### config.mk
export PLATFORM = sky130hd
export DESIGN_NAME = usbsie_regs
export DESIGN_NICKNAME = d
export VERILOG_FILES = /design/src/rtl/usbsie_pkg.sv /design/src/rtl/usbsie_frame_timer.sv /design/src/rtl/usbsie_regs.sv
export VERILOG_INCLUDE_DIRS = /design/src /design/src/rtl
export SDC_FILE = /design/constraint.sdc
export NUM_CORES = 1
export LEC_CHECK = 0
export BUFFER_PORTS_ARGS = -buffer_cell sky130_fd_sc_hd__buf_2
export CORE_AREA = 2 2 87 172
export CTS_CLUSTER_DIAMETER = 150
export DETAILED_ROUTE_END_ITERATION = 6
export DIE_AREA = 0 0 89 174
export SLEW_MARGIN = 10
export SYNTH_ARGS = -nofsm -noshare
export SYNTH_HDL_FRONTEND = slang
export SYNTH_SLANG_ARGS = --single-unit
### constraint.sdc
create_clock -name pclk -period 2 [get_ports pclk]
set_input_delay 0.1 -clock pclk [delete_from_list [all_inputs] [get_ports pclk]]
set_output_delay 0.1 -clock pclk [all_outputs]
set_load 0.03 [all_outputs]
### src/rtl/usbsie_consts.svh
/*
  Constants of the USB error, control, frame and token register slice:
  byte offsets, field positions, reset values and timing figures.
  Assumes inclusion by bare name from the frame timer and register slice modules.
*/
`ifndef USBSIE_CONSTS_SVH
`define USBSIE_CONSTS_SVH

// Register byte offsets on the APB slave.
`define USBSIE_OFF_ERR_IE     12'h000
`define USBSIE_OFF_CONTROL    12'h004
`define USBSIE_OFF_FRAME_HI   12'h008
`define USBSIE_OFF_TOKEN      12'h00C
`define USBSIE_OFF_ERR_FLAG   12'h010
`define USBSIE_OFF_GEN_IE     12'h014
`define USBSIE_OFF_GEN_FLAG   12'h018

// Error enable and error flag positions, shared layout.
`define USBSIE_ERR_STUFF      7
`define USBSIE_ERR_MATRIX     6
`define USBSIE_ERR_ENGINE     5
`define USBSIE_ERR_TURNAROUND 4
`define USBSIE_ERR_FIELD_SIZE 3
`define USBSIE_ERR_DATA_CRC   2
`define USBSIE_ERR_TOKEN_EOF  1
`define USBSIE_ERR_PACKET_ID  0

// Control register positions.
`define USBSIE_CTL_ENABLE     0
`define USBSIE_CTL_PINGPONG   1
`define USBSIE_CTL_RESUME     2
`define USBSIE_CTL_HOST_CTL   3
`define USBSIE_CTL_TOK_BUSY   5

// General interrupt enable and flag positions.
`define USBSIE_GEN_TOK_DONE   0
`define USBSIE_GEN_ERROR      1
`define USBSIE_GEN_SOF_SENT   2

// Token register fields.
`define USBSIE_TOK_PID_HI     7
`define USBSIE_TOK_PID_LO     4
`define USBSIE_TOK_EP_HI      3
`define USBSIE_TOK_EP_LO      0

// Reset values.
`define USBSIE_RST_BYTE       8'h00
`define USBSIE_RST_WORD       32'h0000_0000

// Frame timing: one start-of-frame token per millisecond at a 100 ns clock.
`define USBSIE_FRAME_US       1000
`define USBSIE_CLK_PERIOD_NS  100
`define USBSIE_SOF_CYCLES     ((`USBSIE_FRAME_US * 1000) / `USBSIE_CLK_PERIOD_NS)

`endif

### src/rtl/usbsie_pkg.sv
/*
  Types of the USB error, control, frame and token register slice.
  Assumes the constants header sits on the include path.
*/
package usbsie_pkg;

  // Register selected by an APB address.
  typedef enum logic [2:0] {
    USBSIE_REG_ERR_IE   = 3'h0,
    USBSIE_REG_CONTROL  = 3'h1,
    USBSIE_REG_FRAME_HI = 3'h2,
    USBSIE_REG_TOKEN    = 3'h3,
    USBSIE_REG_ERR_FLAG = 3'h4,
    USBSIE_REG_GEN_IE   = 3'h5,
    USBSIE_REG_GEN_FLAG = 3'h6,
    USBSIE_REG_NONE     = 3'h7
  } usbsie_reg_t;

  // A token command as handed to the bus engine.
  typedef struct packed {
    logic [3:0] pid;
    logic [3:0] endpoint;
  } usbsie_tok_cmd_t;

  // Whole state of the register slice.
  typedef struct packed {
    logic [7:0]      err_ie;
    logic [7:0]      err_flag;
    logic            module_en;
    logic            pingpong_rst;
    logic            resume;
    logic            host_ctl;
    logic            tok_busy;
    logic [2:0]      frame_upper;
    usbsie_tok_cmd_t tok;
    logic [2:0]      gen_ie;
    logic            tok_done_flag;
    logic            sof_sent_flag;
    logic [31:0]     rdata;
    logic            tok_start;
    logic            host_rst;
    logic            eop_start;
    logic            irq;
  } usbsie_state_t;

  // State of the frame timer.
  typedef struct packed {
    logic [15:0] count;
    logic        tick;
  } usbsie_tick_state_t;

endpackage

### src/rtl/usbsie_frame_timer.sv
/*
  Frame timer: a free counter that gives a one-cycle tick every frame period.
  Assumes the same clock and reset as the register slice that instantiates it.
*/
`include "usbsie_consts.svh"

module usbsie_frame_timer
  import usbsie_pkg::*;
#(
  parameter int unsigned CYCLES = `USBSIE_SOF_CYCLES
)
(
  input  wire logic pclk,
  input  wire logic presetn,
  input  wire logic enable,
  output logic      tick
);

  localparam logic [15:0] LAST = 16'(CYCLES - 1);

  usbsie_tick_state_t s_q;
  usbsie_tick_state_t s_d;

  // Count while enabled; restart from zero whenever disabled so the first frame is full length.
  always_comb
  begin
    s_d      = s_q;
    s_d.tick = 1'b0;
    if (!enable)
    begin
      s_d.count = 16'h0000;
    end
    else if (s_q.count == LAST)
    begin
      s_d.count = 16'h0000;
      s_d.tick  = 1'b1;
    end
    else
    begin
      s_d.count = s_q.count + 16'h0001;
    end
  end

  // State register.
  always_ff @(posedge pclk or negedge presetn)
  begin
    if (!presetn)
    begin
      s_q <= '0;
    end
    else
    begin
      s_q <= s_d;
    end
  end

  assign tick = s_q.tick;

endmodule

### src/rtl/usbsie_regs.sv
/*
  USB error interrupt enables, control bits, upper frame number and token
  command register, reached as an APB slave with zero wait states.
  Assumes the USB bus engine sits on the same clock and drives the error
  events, token completion and received start-of-frame pulses directly.
*/
`include "usbsie_consts.svh"

// Summary of operation
// Error enable bits 7..4 unmask stuff, matrix, engine, turnaround flags; reset zero.
// Enable bit 3 unmasks field size error, bit 2 unmasks data CRC failure.
// Enable bit 1 unmasks token CRC error in device role, frame end in host.
// Enable bit 0 unmasks the packet identifier check failure flag.
// Enabled errors reach the module interrupt only with general enable bit 1 set.
// Error enable bits 31..8 always read as zero.
// Ping-pong reset bit forces all buffer pointers to the even banks.
// In device role control bit 0 enables the module and its circuitry.
// In host role with frame start enabled, one start token per millisecond.
// Toggling the host control bit resets all host control logic.
// Software holds resume 10 ms as function, 25 ms as host, then clears.
// In host role clearing resume appends a low-speed end of packet.
// Software checks token busy before writing a new token command.
// Upper frame number bits 2..0 update on every received start token.
// Token type field is written only as SETUP, IN or OUT codes.
// Token bits 3..0 carry a valid target endpoint number.
// In host role a token write starts one transaction; busy until it ends.
// Error request stays high while any flag and its enable are both set.
module usbsie_regs
  import usbsie_pkg::*;
#(
  parameter int unsigned SOF_CYCLES = `USBSIE_SOF_CYCLES
)
(
  input  wire logic        pclk,
  input  wire logic        presetn,
  input  wire logic        psel,
  input  wire logic        penable,
  input  wire logic        pwrite,
  input  wire logic [11:0] paddr,
  input  wire logic [31:0] pwdata,
  output logic [31:0]      prdata,
  output logic             pready,
  output logic             pslverr,
  input  wire logic        host_mode,
  input  wire logic [7:0]  err_event,
  input  wire logic        sof_received,
  input  wire logic [2:0]  sof_frame_upper,
  input  wire logic        tok_done,
  output logic             module_enable,
  output logic             pingpong_reset,
  output logic             resume_drive,
  output logic             resume_eop_start,
  output logic             host_logic_reset,
  output logic             sof_token_start,
  output logic             tok_start,
  output usbsie_tok_cmd_t  tok_cmd,
  output logic             error_irq,
  output logic             module_irq_flag
);

  usbsie_state_t s_q;
  usbsie_state_t s_d;
  usbsie_reg_t   sel;
  logic          wr_en;
  logic          rd_setup;
  logic          sof_tick;
  logic          sof_enabled;
  logic          err_pending_d;

  // Address decode, shared by the read path, the write path and the error answer.
  function automatic usbsie_reg_t decode(input logic [11:0] addr);
    case (addr)
      `USBSIE_OFF_ERR_IE:   decode = USBSIE_REG_ERR_IE;
      `USBSIE_OFF_CONTROL:  decode = USBSIE_REG_CONTROL;
      `USBSIE_OFF_FRAME_HI: decode = USBSIE_REG_FRAME_HI;
      `USBSIE_OFF_TOKEN:    decode = USBSIE_REG_TOKEN;
      `USBSIE_OFF_ERR_FLAG: decode = USBSIE_REG_ERR_FLAG;
      `USBSIE_OFF_GEN_IE:   decode = USBSIE_REG_GEN_IE;
      `USBSIE_OFF_GEN_FLAG: decode = USBSIE_REG_GEN_FLAG;
      default:              decode = USBSIE_REG_NONE;
    endcase
  endfunction

  // Any error flag whose enable is set, used for both the live status and the request.
  function automatic logic err_active(input logic [7:0] flags, input logic [7:0] enables);
    err_active = |(flags & enables);
  endfunction

  // Bus qualifiers. Reads are captured in setup so prdata comes from a flop in the access phase.
  assign sel      = decode(paddr);
  assign wr_en    = psel && penable && pwrite && (sel != USBSIE_REG_NONE);
  assign rd_setup = psel && !penable && !pwrite;

  // Frame start tokens run only in host role with the frame start enable set.
  assign sof_enabled = host_mode && s_q.module_en;

  // Millisecond frame timer.
  usbsie_frame_timer #(
    .CYCLES (SOF_CYCLES)
  ) u_frame_timer (
    .pclk    (pclk),
    .presetn (presetn),
    .enable  (sof_enabled),
    .tick    (sof_tick)
  );

  // Next-state logic for every register and pulse of the slice.
  always_comb
  begin
    s_d           = s_q;
    s_d.tok_start = 1'b0;
    s_d.host_rst  = 1'b0;
    s_d.eop_start = 1'b0;

    // Software writes; set-by-hardware flags are handled after, so an event wins a clear.
    if (wr_en)
    begin
      case (sel)
        USBSIE_REG_ERR_IE:
        begin
          s_d.err_ie = pwdata[7:0];
        end
        USBSIE_REG_CONTROL:
        begin
          s_d.module_en    = pwdata[`USBSIE_CTL_ENABLE];
          s_d.pingpong_rst = pwdata[`USBSIE_CTL_PINGPONG];
          s_d.resume       = pwdata[`USBSIE_CTL_RESUME];
          s_d.host_ctl     = pwdata[`USBSIE_CTL_HOST_CTL];
          // Any change of the host control bit, either way, is a host logic reset.
          s_d.host_rst     = (pwdata[`USBSIE_CTL_HOST_CTL] != s_q.host_ctl);
          // A falling resume in host role closes the resume signalling with an end of packet.
          s_d.eop_start    = host_mode && s_q.resume && !pwdata[`USBSIE_CTL_RESUME];
        end
        USBSIE_REG_TOKEN:
        begin
          s_d.tok.pid      = pwdata[`USBSIE_TOK_PID_HI:`USBSIE_TOK_PID_LO];
          s_d.tok.endpoint = pwdata[`USBSIE_TOK_EP_HI:`USBSIE_TOK_EP_LO];
          // Only the host issues tokens; reserved codes are not filtered, the engine sees them as written.
          if (host_mode)
          begin
            s_d.tok_start = 1'b1;
          end
        end
        USBSIE_REG_ERR_FLAG:
        begin
          s_d.err_flag = s_q.err_flag & ~pwdata[7:0];
        end
        USBSIE_REG_GEN_IE:
        begin
          s_d.gen_ie = pwdata[2:0];
        end
        USBSIE_REG_GEN_FLAG:
        begin
          if (pwdata[`USBSIE_GEN_TOK_DONE])
          begin
            s_d.tok_done_flag = 1'b0;
          end
          if (pwdata[`USBSIE_GEN_SOF_SENT])
          begin
            s_d.sof_sent_flag = 1'b0;
          end
        end
        default:
        begin
          s_d.rdata = s_q.rdata;
        end
      endcase
    end

    // Error events from the bus engine set sticky flags over any clear in the same cycle.
    s_d.err_flag = s_d.err_flag | err_event;

    // Token busy: completion drops it, a new host token raises it, and the raise wins.
    if (tok_done && s_q.tok_busy)
    begin
      s_d.tok_busy      = 1'b0;
      s_d.tok_done_flag = 1'b1;
    end
    if (s_d.tok_start)
    begin
      s_d.tok_busy = 1'b1;
    end

    // Each start token sent is reported as a sticky event.
    if (sof_tick)
    begin
      s_d.sof_sent_flag = 1'b1;
    end

    // Upper frame number follows every received start token.
    if (sof_received)
    begin
      s_d.frame_upper = sof_frame_upper;
    end

    // Read capture in the setup phase; unimplemented bits read as zero.
    if (rd_setup)
    begin
      s_d.rdata = `USBSIE_RST_WORD;
      case (sel)
        USBSIE_REG_ERR_IE:
        begin
          s_d.rdata[7:0] = s_q.err_ie;
        end
        USBSIE_REG_CONTROL:
        begin
          s_d.rdata[`USBSIE_CTL_ENABLE]   = s_q.module_en;
          s_d.rdata[`USBSIE_CTL_PINGPONG] = s_q.pingpong_rst;
          s_d.rdata[`USBSIE_CTL_RESUME]   = s_q.resume;
          s_d.rdata[`USBSIE_CTL_HOST_CTL] = s_q.host_ctl;
          s_d.rdata[`USBSIE_CTL_TOK_BUSY] = s_q.tok_busy;
        end
        USBSIE_REG_FRAME_HI:
        begin
          s_d.rdata[2:0] = s_q.frame_upper;
        end
        USBSIE_REG_TOKEN:
        begin
          s_d.rdata[7:0] = s_q.tok;
        end
        USBSIE_REG_ERR_FLAG:
        begin
          s_d.rdata[7:0] = s_q.err_flag;
        end
        USBSIE_REG_GEN_IE:
        begin
          s_d.rdata[2:0] = s_q.gen_ie;
        end
        USBSIE_REG_GEN_FLAG:
        begin
          s_d.rdata[`USBSIE_GEN_TOK_DONE] = s_q.tok_done_flag;
          s_d.rdata[`USBSIE_GEN_ERROR]    = err_active(s_q.err_flag, s_q.err_ie);
          s_d.rdata[`USBSIE_GEN_SOF_SENT] = s_q.sof_sent_flag;
        end
        default:
        begin
          s_d.rdata = `USBSIE_RST_WORD;
        end
      endcase
    end

    // Module interrupt from the next state, so it tracks flags without an extra cycle of lag.
    err_pending_d = err_active(s_d.err_flag, s_d.err_ie);
    s_d.irq = (err_pending_d && s_d.gen_ie[`USBSIE_GEN_ERROR]) ||
              (s_d.tok_done_flag && s_d.gen_ie[`USBSIE_GEN_TOK_DONE]) ||
              (s_d.sof_sent_flag && s_d.gen_ie[`USBSIE_GEN_SOF_SENT]);
  end

  // State register; every field clears at reset.
  always_ff @(posedge pclk or negedge presetn)
  begin
    if (!presetn)
    begin
      s_q <= '0;
    end
    else
    begin
      s_q <= s_d;
    end
  end

  // Bus answers: no wait states, an unmapped address answers with an error.
  assign pready  = 1'b1;
  assign pslverr = psel && penable && (sel == USBSIE_REG_NONE);
  assign prdata  = s_q.rdata;

  // Control outputs to the bus engine.
  assign module_enable    = s_q.module_en && !host_mode;
  assign pingpong_reset   = s_q.pingpong_rst;
  // Resume is driven as written; its length is timed by software.
  assign resume_drive     = s_q.resume;
  assign resume_eop_start = s_q.eop_start;
  assign host_logic_reset = s_q.host_rst;
  assign sof_token_start  = sof_tick;
  assign tok_start        = s_q.tok_start;
  assign tok_cmd          = s_q.tok;
  assign error_irq        = err_active(s_q.err_flag, s_q.err_ie);
  assign module_irq_flag  = s_q.irq;

endmodule

==> Word level (Yosys, flattened, before mapping) <==
Index checks and enable logic that the tools add are counted.
{ "op_classes": {"add_sub_neg": 1, "n_bitwise": 5, "muxes": 27, "n_reduce_logical": 27, "eq_ne": 16} }
{ "op_table": {"columns": ["op", "count"], "rows": [
  ["3-bit one-hot mux with 7 select lines", 2],
  ["40-bit two-way mux", 1],
  ["12-bit by 5-bit equality test with 1-bit output, second input constant", 3],
  ["16-bit two-way mux", 2],
  ["32-bit two-way mux", 1],
  ["8-bit bitwise AND", 3],
  ["12-bit by 4-bit equality test with 1-bit output, second input constant", 2],
  ["20-bit two-way mux", 1],
  ["16-bit by 1-bit adder with 16-bit output, second input constant", 1],
  ["16-bit by 14-bit equality test with 1-bit output, second input constant", 1],
  ["8-bit two-way mux", 2],
  ["8-bit OR reduction", 2],
  ["1-bit logical AND", 14],
  ["12-bit by 3-bit equality test with 1-bit output, second input constant", 1],
  ["3-bit equality test, second input constant", 4],
  ["12-bit zero test", 1],
  ["1-bit two-way mux", 10],
  ["8-bit inverter", 1],
  ["8-bit OR", 1],
  ["1-bit one-hot mux with 4 select lines", 2],
  ["3-bit by 2-bit equality test with 1-bit output, second input constant", 2],
  ["2-bit one-hot mux with 3 select lines", 1],
  ["1-bit zero test", 4],
  ["2-bit two-way mux", 2],
  ["other kinds (10)", 12]
]} }
{ "word_totals": {"inputBits": 63, "register_bits": 90, "output_inout_bits": 51, "word_cells": 96} }

==> Longest topological paths before layout <==
Gate-level depths: netlist (run 1).
{ "depth": {"depth_word": 11, "ltp_mapped": 8, "ltp_nobuf": 7} }

==> By module <==
From an unflattened synthesis (run 1), not the netlist that was laid out.
{ "hier_totals": {"cells_unflattened": 353, "hier_area_um2": 3664.8} }
{ "by_module_without_submodules": {"columns": ["mod", "cells_per_inst", "seq_area_each_um2", "area_per_inst_um2", "n_inst"], "rows": [
  ["usbsie_regs", 272, 1226.2, 2827.7, 1],
  ["usbsie_frame_timer", 81, 425.4, 837.1, 1]
]} }

==> Worst setup path after synthesis (run 1) <==
OpenSTA, ideal clock, no wires.
{ "synth_timing": {"kind": "in2reg", "start": "input paddr[1]", "end": "register s_q (netlist bit module_irq_flag)", "n_path_buf": 1, "arrival_ns": 2.569, "path_stages": 8, "setup_slack_ns": -0.687, "setup_ns": 0.118, "required_ns": 1.882, "cell_sequence": "or3_4 > nor4b_4 > and4b_1 > buf_2 > mux2_2 > a22o_1 > or4_1 > a21o_1"} }
{ "synth_lines": {"columns": ["item", "line", "text"], "rows": [
  ["start: declaration", "usbsie_regs.sv:39", "input wire logic [11:0] paddr,"],
  ["end signal: assignment", "usbsie_regs.sv:254", "s_q <= '0;"],
  ["end signal: assignment", "usbsie_regs.sv:258", "s_q <= s_d;"],
  ["end: declaration", "usbsie_regs.sv:61", "usbsie_state_t s_q;"]
]} }

==> results.json, run 1 <==
{
  "status": "complete, but fails checks",
  "violations": "setup timing",
  "seq_area_mm2": 0.00165,
  "power_frac_clock": 0.487,
  "firstDrtPassIters": 4,
  "vias": 2706,
  "path_cells": "buf_2 -> or3_4 -> nor4b_4 -> and4b_2 -> buf_12 -> mux2_4 -> a22o_1 -> or4_4 -> a21o_1",
  "floorplan.initialDensity": 0.243,
  "startpoint_type": "input pin",
  "endpoint": "module_irq_flag$_DFF_PN0_",
  "drtAntennaViolNets": 0,
  "die_w_um": 89,
  "arrival_ps": 2480,
  "drive_gt1_frac": 0.372,
  "power_frac_seq": 0.435,
  "crit_family": "simple AND/OR/NAND/NOR gates",
  "ys_seq_area_frac": 0.476,
  "io_buffers": 64,
  "synth_cell_types": 53,
  "rows": 62,
  "synth_top_area_frac": 0.476,
  "reg2reg_depth": 6,
  "startpoint": "paddr[5]",
  "overflow": 0,
  "synth_edf_count": 0,
  "powerDensity_mw_per_mm2": 712,
  "multi_input_area_mm2": 0.00157,
  "dp_worst_setup_slack_ps": -715,
  "n_fill_cell": 1504,
  "yosys.cell_count.top_type": "dfrtp_1",
  "fmaxAchievable_mhz": 442,
  "cts_made_buffers": 9,
  "yosys-top-cells-area": "dfrtp_1, buf_4, mux2_2",
  "via_per_inst": 4.49,
  "highest_layer": "met5",
  "p_sw_mw": 0.750,
  "cts_tree": "done",
  "drt-met1-wl_um": 3130,
  "dr.first_iter.drc_count": 151,
  "max-cap-violations": 0,
  "p_sw_frac": 0.242,
  "synthArstFlopShare": 1.00,
  "max_stage_delay_ps": 530,
  "cp.depth": 9,
  "die_h_um": 174,
  "synth_area_leader_cell": "dfrtp_1",
  "grt_pass1_vias": 2838,
  "dieArea_mm2": 0.0155,
  "setup_slack_ps": -262,
  "grt_usage": 0.127,
  "grt_max_degree": 67,
  "cts_root_buffer": "clkbuf_16",
  "dpl-instance-area_mm2": 0.00403,
  "final-hold-violation-count": 0,
  "vdd_ir_drop_max_uv": 334,
  "ys_ff_latch": 66,
  "htree_levels": 3,
  "dr_wl_met2_um": 5570,
  "synth_ff_type": "dfrtp_1",
  "syn_to_final_growth_pct": 25.7,
  "critPathBufInv": 2,
  "combinationalPowerShare": 0.079,
  "synthCells": 330,
  "dp_hpwl_um": 7540,
  "critPathKind": "in -> reg",
  "path_max_fanout": 8,
  "wl_um": 9450,
  "avgSynthCellArea_um2": 10.5,
  "antenna_found_initial": 1,
  "cp.required_ps": 2220,
  "cts_buffer_depth": 2,
  "r2r-end": "u_frame_timer.s_q[4]$_DFF_PN0_",
  "ios": 114,
  "core-area_mm2": 0.0143,
  "crit_slowest_cell": "or4_4",
  "clk_latency_ps": 330,
  "drv_slew": 0,
  "syn_area_mm2": 0.00347,
  "yosys_warnings": 0,
  "rr_startpoint": "u_frame_timer.s_q[12]$_DFF_PN0_",
  "post-route-min-period_ps": 2260,
  "drc": 0,
  "wl_per_cell_um": 15.7,
  "wl_met3_um": 373,
  "r2r_slack_ps": 100,
  "gp_congestion": 0.878,
  "skew_ps": 11.1,
  "grt_pass1_wl_um": 14700,
  "num-nets-final": 470,
  "p_int_mw": 2.35,
  "path_clk_slew_ps": 60,
  "rsz0062_at_grt": "true",
  "netlist_top_cells_count": "dfrtp_1, buf_4, nor2_1, nand2_1, mux2_2",
  "fin_area_mm2": 0.00436,
  "end_kind": "flop",
  "setup_viol": 1,
  "hp-class": "in -> reg",
  "diodes": 0,
  "leakagePower_nw": 2.01,
  "cts_sinks": 66,
  "fin_crit_sh": 1.13
}
routing by layer:
layer	vias to the layer above	global-route usage
met3	22	0.0204
met2	88	0.240
met5	-	0
met1	1320	0.120
met4	2	0.0759
li1	1274	-
power by group through the flow:
stage | Sequential [mW] | Combinational [mW] | Clock, mW
after floorplan | 1.37 | 0.158 | 0
after detailed placement | 1.37 | 0.242 | 0
after CTS | 1.35 | 0.246 | 1.53
final | 1.35 | 0.244 | 1.51
after global placement | 1.37 | 0.238 | 0
after global routing | 1.35 | 0.268 | 1.60
through the flow:
step           instances   util  hold WS (ps)  power (mW)  setup TNS (ps)
2_1_floorplan        353      -          -196        1.53            -629
3_3_place_gp         585  0.282           133        1.61            -808
3_5_place_dp         585  0.282           150        1.61            -989
4_1_cts              603  0.305          4.10        3.13            -272
5_1_grt              603  0.305          7.48        3.21            -310
6_report             603  0.305          5.68        3.10            -262
worst register-to-register path, cell delays in order, from the launching register on:
cell and delay, ps:
dfrtp_1 430, or4b_2 690, nor3_1 150, nand4_1 180, nand3_2 140, buf_12 140, nor2_1 60
state kept, by name, indices dropped and copies added, names as in the netlist:
register	cells
pingpong_reset	1
module_irq_flag	1
tok_start	1
resume_drive	1
u_frame_timer.tick	1
u_frame_timer.s_q	16
host_logic_reset	1
s_q	27
resume_eop_start	1
tok_cmd	8
prdata	8
layout by cell type, fill, tap and decap left out, types with 7 or more instances in the layout:
cell type,n
a22o_1,8
buf_2,64
buf_4,23
clkbuf_16,9
conb_1,25
dfrtp_1,66
mux2_2,20
nand2_1,26
nand3_1,7
nand3b_1,8
nor2_1,35
o21ai_0,11
o22a_2,7
xnor2_1,8
area by class of cell:
type,instances,area share
Multi-Input combinational cell,232,0.361
Clock inverter,4,0.00574
Timing Repair Buffer,92,0.134
Clock buffer,12,0.0612
Tap cell,192,0.0551
Sequential cell,66,0.379
Inverter,5,0.00431
worst min path at each step:
| stage | start | to | slack [ps] | depth (start not counted) |
|---|---|---|---|---|
| 6_report | sof_frame_upper[2] | s_q[51]$_DFFE_PN0P_ | 6 | 2 |
| 5_1_grt | sof_frame_upper[2] | s_q[51]$_DFFE_PN0P_ | 7 | 2 |
| 4_1_cts | sof_frame_upper[2] | s_q[51]$_DFFE_PN0P_ | 4 | 2 |
| 3_5_place_dp | presetn | prdata[7]$_DFFE_PN0P_ | 150 | 2 |
| 3_3_place_gp | presetn | tok_cmd[4]$_DFFE_PN0P_ | 130 | 2 |
| 2_1_floorplan | presetn | host_logic_reset$_DFF_PN0_ | -200 | 0 |
logic make-up (layout without fill, tap and decap cells):
group / after synthesis / count (layout) / synth area share
fa+ha+maj: 1 / 1 / 0.00361
flops: 66 / 66 / 0.476
other cells: 2 / 25 / 0.00217
buf+inv: 55 / 113 / 0.104
mux: 28 / 28 / 0.0899
xor+xnor: 14 / 14 / 0.0354
simple gates: 110 / 110 / 0.169
compound gates: 54 / 54 / 0.119
timing repair:
item,CTS,global route
pin swaps,3,0
gates resized for setup,3,1
setup buffers,1,0
hold buffers,1,0
endpoints found under the setup margin,1,7
hold endpoints to repair,66,0
Power figures use the tool's default switching activity.
==> run 2: changes to the inputs <==
--- a/config.mk
+++ b/config.mk
@@ -11,6 +11,7 @@
 export CTS_CLUSTER_DIAMETER = 150
 export DETAILED_ROUTE_END_ITERATION = 6
 export DIE_AREA = 0 0 89 174
+export PLACE_DENSITY = 0.49
 export SLEW_MARGIN = 10
 export SYNTH_ARGS = -nofsm -noshare
 export SYNTH_HDL_FRONTEND = slang
==> results.json, run 2 (synthesis results as in run 1) <==
{
  "status": "complete, but fails checks",
  "violations": "setup timing",
  "drc": 0,
  "cts_root_buffer": "clkbuf_16",
  "setup_viol": 1,
  "clk_latency_ps": 330,
  "p_sw_mw": 0.801,
  "antenna_found_initial": 1,
  "startpoint_type": "input pin",
  "largest_reg_flops": 27,
  "reg_top3": "s_q (27), u_frame_timer.s_q (16)",
  "stdcell_count": 611,
  "drv_slew": 0,
  "cts_tree": "done",
  "grt_max_degree": 67,
  "skew_ps": 8.54,
  "n_fill_cell": 1504,
  "final-hold-violation-count": 0,
  "grt_pass1_vias": 2857,
  "wl_per_cell_um": 16.1,
  "dr.first_iter.drc_count": 182,
  "final_common_cell": "dfrtp_1",
  "fmaxAchievable_mhz": 437,
  "rsz0062_at_grt": "true",
  "end_kind": "flop",
  "dp_worst_setup_slack_ps": -758,
  "grt_pass1_wl_um": 15000,
  "power_frac_seq": 0.405,
  "setup_slack_ps": -289,
  "firstDrtPassIters": 4,
  "dpl-instance-area_mm2": 0.00407,
  "dieArea_mm2": 0.0155,
  "fin_area_mm2": 0.00446,
  "final_cell_mix": "dfrtp_1, buf_2, nor2_1, buf_4, nand2_1",
  "cp.required_ps": 2220,
  "rows": 62,
  "arrival_ps": 2510,
  "drive_gt1_frac": 0.376,
  "cts_setup_buffers": 0,
  "path_clk_slew_ps": 60,
  "place_inst": 590,
  "power_frac_clock": 0.519,
  "powerDensity_mw_per_mm2": 745,
  "max-cap-violations": 0,
  "p_sw_frac": 0.241,
  "path_max_fanout": 8,
  "die_h_um": 174,
  "final.setup.tns_ps": -289,
  "ios": 114,
  "cts_buffer_depth": 2,
  "wl_um": 9850,
  "drtAntennaViolNets": 0,
  "overflow": 0,
  "p_int_mw": 2.52,
  "timing.hold.ws_ps": 31.4,
  "dp_hpwl_um": 7750,
  "io_buffers": 64,
  "fin_crit_sh": 1.14,
  "hp-class": "in -> reg",
  "core-area_mm2": 0.0143,
  "cts_sinks": 66,
  "num-nets-final": 477,
  "grt_usage": 0.131,
  "syn_to_final_growth_pct": 28.6,
  "via_per_inst": 4.48,
  "post-route-min-period_ps": 2290,
  "vdd_ir_drop_max_uv": 366,
  "htree_levels": 3,
  "regMostFlops": "s_q",
  "floorplan.initialDensity": 0.243,
  "vias": 2735,
  "critPathKind": "in -> reg",
  "gp_congestion": 0.815,
  "cts_made_buffers": 9,
  "leakagePower_nw": 2.06,
  "combinationalPowerShare": 0.075,
  "die_w_um": 89
}
==> run 2: power by group through the flow <==
stage               registers (mW)  clock network [mW]  logic (mW)
floorplan                     1.37                   0       0.158
global placement              1.37                   0       0.242
detailed placement            1.37                   0       0.245
CTS                           1.35                1.77       0.253
global route                  1.35                1.83       0.272
finish                        1.35                1.73       0.249
==> run 2: critical path, cell delays in order <==
cell	delay, ps
buf_2	100
or3_4	400
nor4b_4	230
and4b_2	300
buf_12	140
mux2_4	310
a22o_1	210
or4_4	540
a21o_1	170
==> run 2: worst paths after layout <==
| path | start | to | slack (ps) | cells after the start |
|---|---|---|---|---|
| worst max-delay path | paddr[1] | module_irq_flag$_DFF_PN0_ | -290 | 9 |
| worst min-delay path | err_event[1] | s_q[58]$_DFF_PN0_ | 30 | 2 |
| worst max register to register | u_frame_timer.s_q[12]$_DFF_PN0_ | u_frame_timer.s_q[14]$_DFF_PN0_ | 120 | 6 |
| worst min register to register | u_frame_timer.s_q[1]$_DFF_PN0_ | u_frame_timer.s_q[1]$_DFF_PN0_ | 450 | 1 |
| max in group asynchronous | presetn | tok_cmd[7]$_DFFE_PN0P_ | 1390 | 3 |
| min in group asynchronous | presetn | u_frame_timer.s_q[5]$_DFF_PN0_ | 310 | 3 |
==> run 2: repair_timing <==
action	4_1_cts	5_1_grt
gates resized for setup	4	1
endpoints found under the hold margin	69	0
hold buffers	4	0
pin swaps	2	0
setup endpoints to repair	1	3
==> run 2: per-stage QoR <==
step                      utilization  total power [mW]
after detailed placement        0.285              1.62
after global routing            0.312              3.44
after CTS                       0.312              3.37
after global placement          0.285              1.61
final                           0.312              3.32
after floorplan                     -              1.53
==> run 2: layout make-up <==
| cell class | count | area [um^2] | share of cell area |
|---|---|---|---|
| clock buffer | 9 | 225 | 0.0505 |
| tap | 192 | 240 | 0.0539 |
| antenna | 1 | 2.50 | 0.000561 |
| inverter | 5 | 18.8 | 0.00421 |
| multi-input combinational | 232 | 1580 | 0.353 |
| clock inverter | 7 | 101 | 0.0227 |
| sequential | 66 | 1650 | 0.370 |
| timing repair buffer | 99 | 643 | 0.144 |
==> run 2: routing by layer <==
| layer | up-vias | GRT usage | share of wire |
|---|---|---|---|
| met2 | 99 | 0.251 | 0.57 |
| met4 | 2 | 0.0653 | 0.037 |
| li1 | 1280 | - | - |
| met1 | 1331 | 0.122 | 0.34 |
| met5 | - | 0 | 0.0011 |
| met3 | 23 | 0.0309 | 0.050 |
==> run 3: changes to the inputs <==
--- a/config.mk
+++ b/config.mk
@@ -11,7 +11,7 @@
 export CTS_CLUSTER_DIAMETER = 150
 export DETAILED_ROUTE_END_ITERATION = 6
 export DIE_AREA = 0 0 89 174
-export PLACE_DENSITY = 0.49
+export PLACE_DENSITY = 0.48
 export SLEW_MARGIN = 10
 export SYNTH_ARGS = -nofsm -noshare
 export SYNTH_HDL_FRONTEND = slang
==> constraint.sdc (replaced) <==
create_clock -name pclk -period 2.6 [get_ports pclk]
set_input_delay 0.13 -clock pclk [delete_from_list [all_inputs] [get_ports pclk]]
set_output_delay 0.13 -clock pclk [all_outputs]
set_load 0.03 [all_outputs]
==> results.json, run 3 (synthesis results as in run 1) <==
{
  "p_sw_frac": 0.216,
  "rows": 62,
  "hold_path.startpoint": "sof_frame_upper[1]",
  "r2r-end": "u_frame_timer.s_q[3]$_DFF_PN0_",
  "num-nets-final": 454,
  "stdcell_count": 587,
  "rr_startpoint": "u_frame_timer.s_q[12]$_DFF_PN0_",
  "via_per_inst": 4.45,
  "antenna_found_initial": 1,
  "dieArea_mm2": 0.0155,
  "powerDensity_mw_per_mm2": 640,
  "reg_top3": "s_q (27), u_frame_timer.s_q (16)",
  "r2r_slack_ps": 440,
  "critPathBufInv": 2,
  "htree_levels": 3,
  "crit_family": "simple AND/OR/NAND/NOR gates",
  "p_sw_mw": 0.592,
  "final-hold-violation-count": 0,
  "largest_reg_flops": 27,
  "fin_area_mm2": 0.00428,
  "diodes": 0,
  "final_common_cell": "dfrtp_1",
  "cts_made_buffers": 9,
  "power_frac_seq": 0.378,
  "skew_ps": 6.38,
  "die_w_um": 89,
  "grt_usage": 0.129,
  "end_kind": "flop",
  "grt_pass1_wl_um": 14800,
  "drv_slew": 0,
  "leakagePower_nw": 1.96,
  "status": "finished clean",
  "drc": 0,
  "power_frac_clock": 0.556,
  "fin_crit_sh": 0.929,
  "overflow": 0,
  "final_cell_mix": "dfrtp_1, buf_2, nor2_1, nand2_1, conb_1",
  "grt_max_degree": 38,
  "crit_slowest_cell": "or4_1",
  "io_buffers": 64,
  "floorplan.initialDensity": 0.243,
  "tightest_slew_ps": 738,
  "worst_hold_path.num_cells": 2,
  "core-area_mm2": 0.0143,
  "vdd_ir_drop_max_uv": 343,
  "path_cells": "buf_2 -> or3_4 -> nor4b_4 -> and4b_1 -> buf_12 -> mux2_4 -> a22o_1 -> or4_1 -> a21o_1",
  "rsz0062_at_grt": "false",
  "ios": 114,
  "combinationalPowerShare": 0.066,
  "utilization": 0.300,
  "arrival_ps": 2640,
  "ctsResizeCount": 0,
  "cts_buffer_depth": 2,
  "p_int_mw": 2.15,
  "drive_gt1_frac": 0.337,
  "wl_per_cell_um": 16.2,
  "slew_headroom": 0.508,
  "hp-class": "in -> reg",
  "dpl-instance-area_mm2": 0.00389,
  "place_inst": 570,
  "drtAntennaViolNets": 0,
  "cts_tree": "done",
  "setup_viol": 0,
  "cts_sinks": 66,
  "post-route-min-period_ps": 2410,
  "die_h_um": 174,
  "max_stage_delay_ps": 570,
  "grt_pass1_vias": 2777,
  "dp_hpwl_um": 7470,
  "gp_congestion": 0.811,
  "regMostFlops": "s_q",
  "reg2reg_depth": 5,
  "n_fill_cell": 1514,
  "syn_to_final_growth_pct": 23.4,
  "path_clk_slew_ps": 60,
  "clk_latency_ps": 330,
  "fmaxAchievable_mhz": 414,
  "startpoint_type": "input pin",
  "min_to": "s_q[50]$_DFFE_PN0P_",
  "critPathKind": "in -> reg",
  "path_max_fanout": 8,
  "firstDrtPassIters": 4,
  "max-cap-violations": 0,
  "cp.required_ps": 2820,
  "wl_um": 9510,
  "dr.first_iter.drc_count": 135,
  "vias": 2611,
  "cts_root_buffer": "clkbuf_16"
}
## run 3: cell types whose count changed in the layout (fill, tap and decap cells not counted), moves of 2 or more
cell | before | now
dlygate4sd3_1 | 4 | 1
buf_12 | 4 | 2
clkinv_4 | 2 | 0
buf_4 | 27 | 9
bufinv_16 | 2 | 4
## run 3: per-layer routing
layer	GRT usage	vias up	part of all wire	routed length (um)
met5	0	-	0.00074	7
met4	0.0672	2	0.030	283
met3	0.0299	16	0.047	450
met2	0.245	89	0.58	5560
met1	0.120	1264	0.34	3210
li1	-	1240	-	-
## run 3: through the flow
| stage | setup slack [ps] | total power, mW | setup TNS (ps) | hold WS, ps |
|---|---|---|---|---|
| 6_report | 185 | 2.74 | 0 | 32.8 |
| 2_1_floorplan | -59.1 | 1.17 | -59.1 | -166 |
| 4_1_cts | 164 | 2.77 | 0 | 22.5 |
| 3_5_place_dp | -176 | 1.24 | -176 | 229 |
| 3_3_place_gp | -159 | 1.23 | -159 | 231 |
| 5_1_grt | 93.1 | 2.84 | 0 | 26.2 |
## run 3: final cells by class
| cell class | instances | area, um^2 | share of cell area |
|---|---|---|---|
| Timing Repair Buffer | 76 | 438 | 0.102 |
| Clock buffer | 10 | 239 | 0.0558 |
| Tap cell | 192 | 240 | 0.0561 |
| Clock inverter | 6 | 136 | 0.0319 |
| Inverter | 5 | 18.8 | 0.00439 |
| Sequential cell | 66 | 1650 | 0.386 |
| Multi-Input combinational cell | 232 | 1560 | 0.363 |
## run 3: how the worst max path moves through the flow
stage,from,to,slack [ps],cells past startpoint
CTS,paddr[1],module_irq_flag$_DFF_PN0_,160,9
floorplan,paddr[1],module_irq_flag$_DFF_PN0_,-60,8
finish,paddr[1],module_irq_flag$_DFF_PN0_,190,9
global placement,paddr[1],module_irq_flag$_DFF_PN0_,-160,9
global route,paddr[9],module_irq_flag$_DFF_PN0_,90,9
detailed placement,paddr[1],module_irq_flag$_DFF_PN0_,-180,9
## run 3: what timing repair did
action / CTS / global route
hold buffers: 1 / 0
setup buffers: 0 / 0
setup endpoints to repair: 0 / 0
endpoints found under the hold margin: 29 / 0
## run 3: power by group through the flow
stage	Combinational, mW	Sequential [mW]	Clock, mW
2_1_floorplan	0.121	1.05	0
3_3_place_gp	0.179	1.05	0
3_5_place_dp	0.181	1.05	0
4_1_cts	0.182	1.04	1.56
5_1_grt	0.198	1.04	1.60
6_report	0.180	1.04	1.52
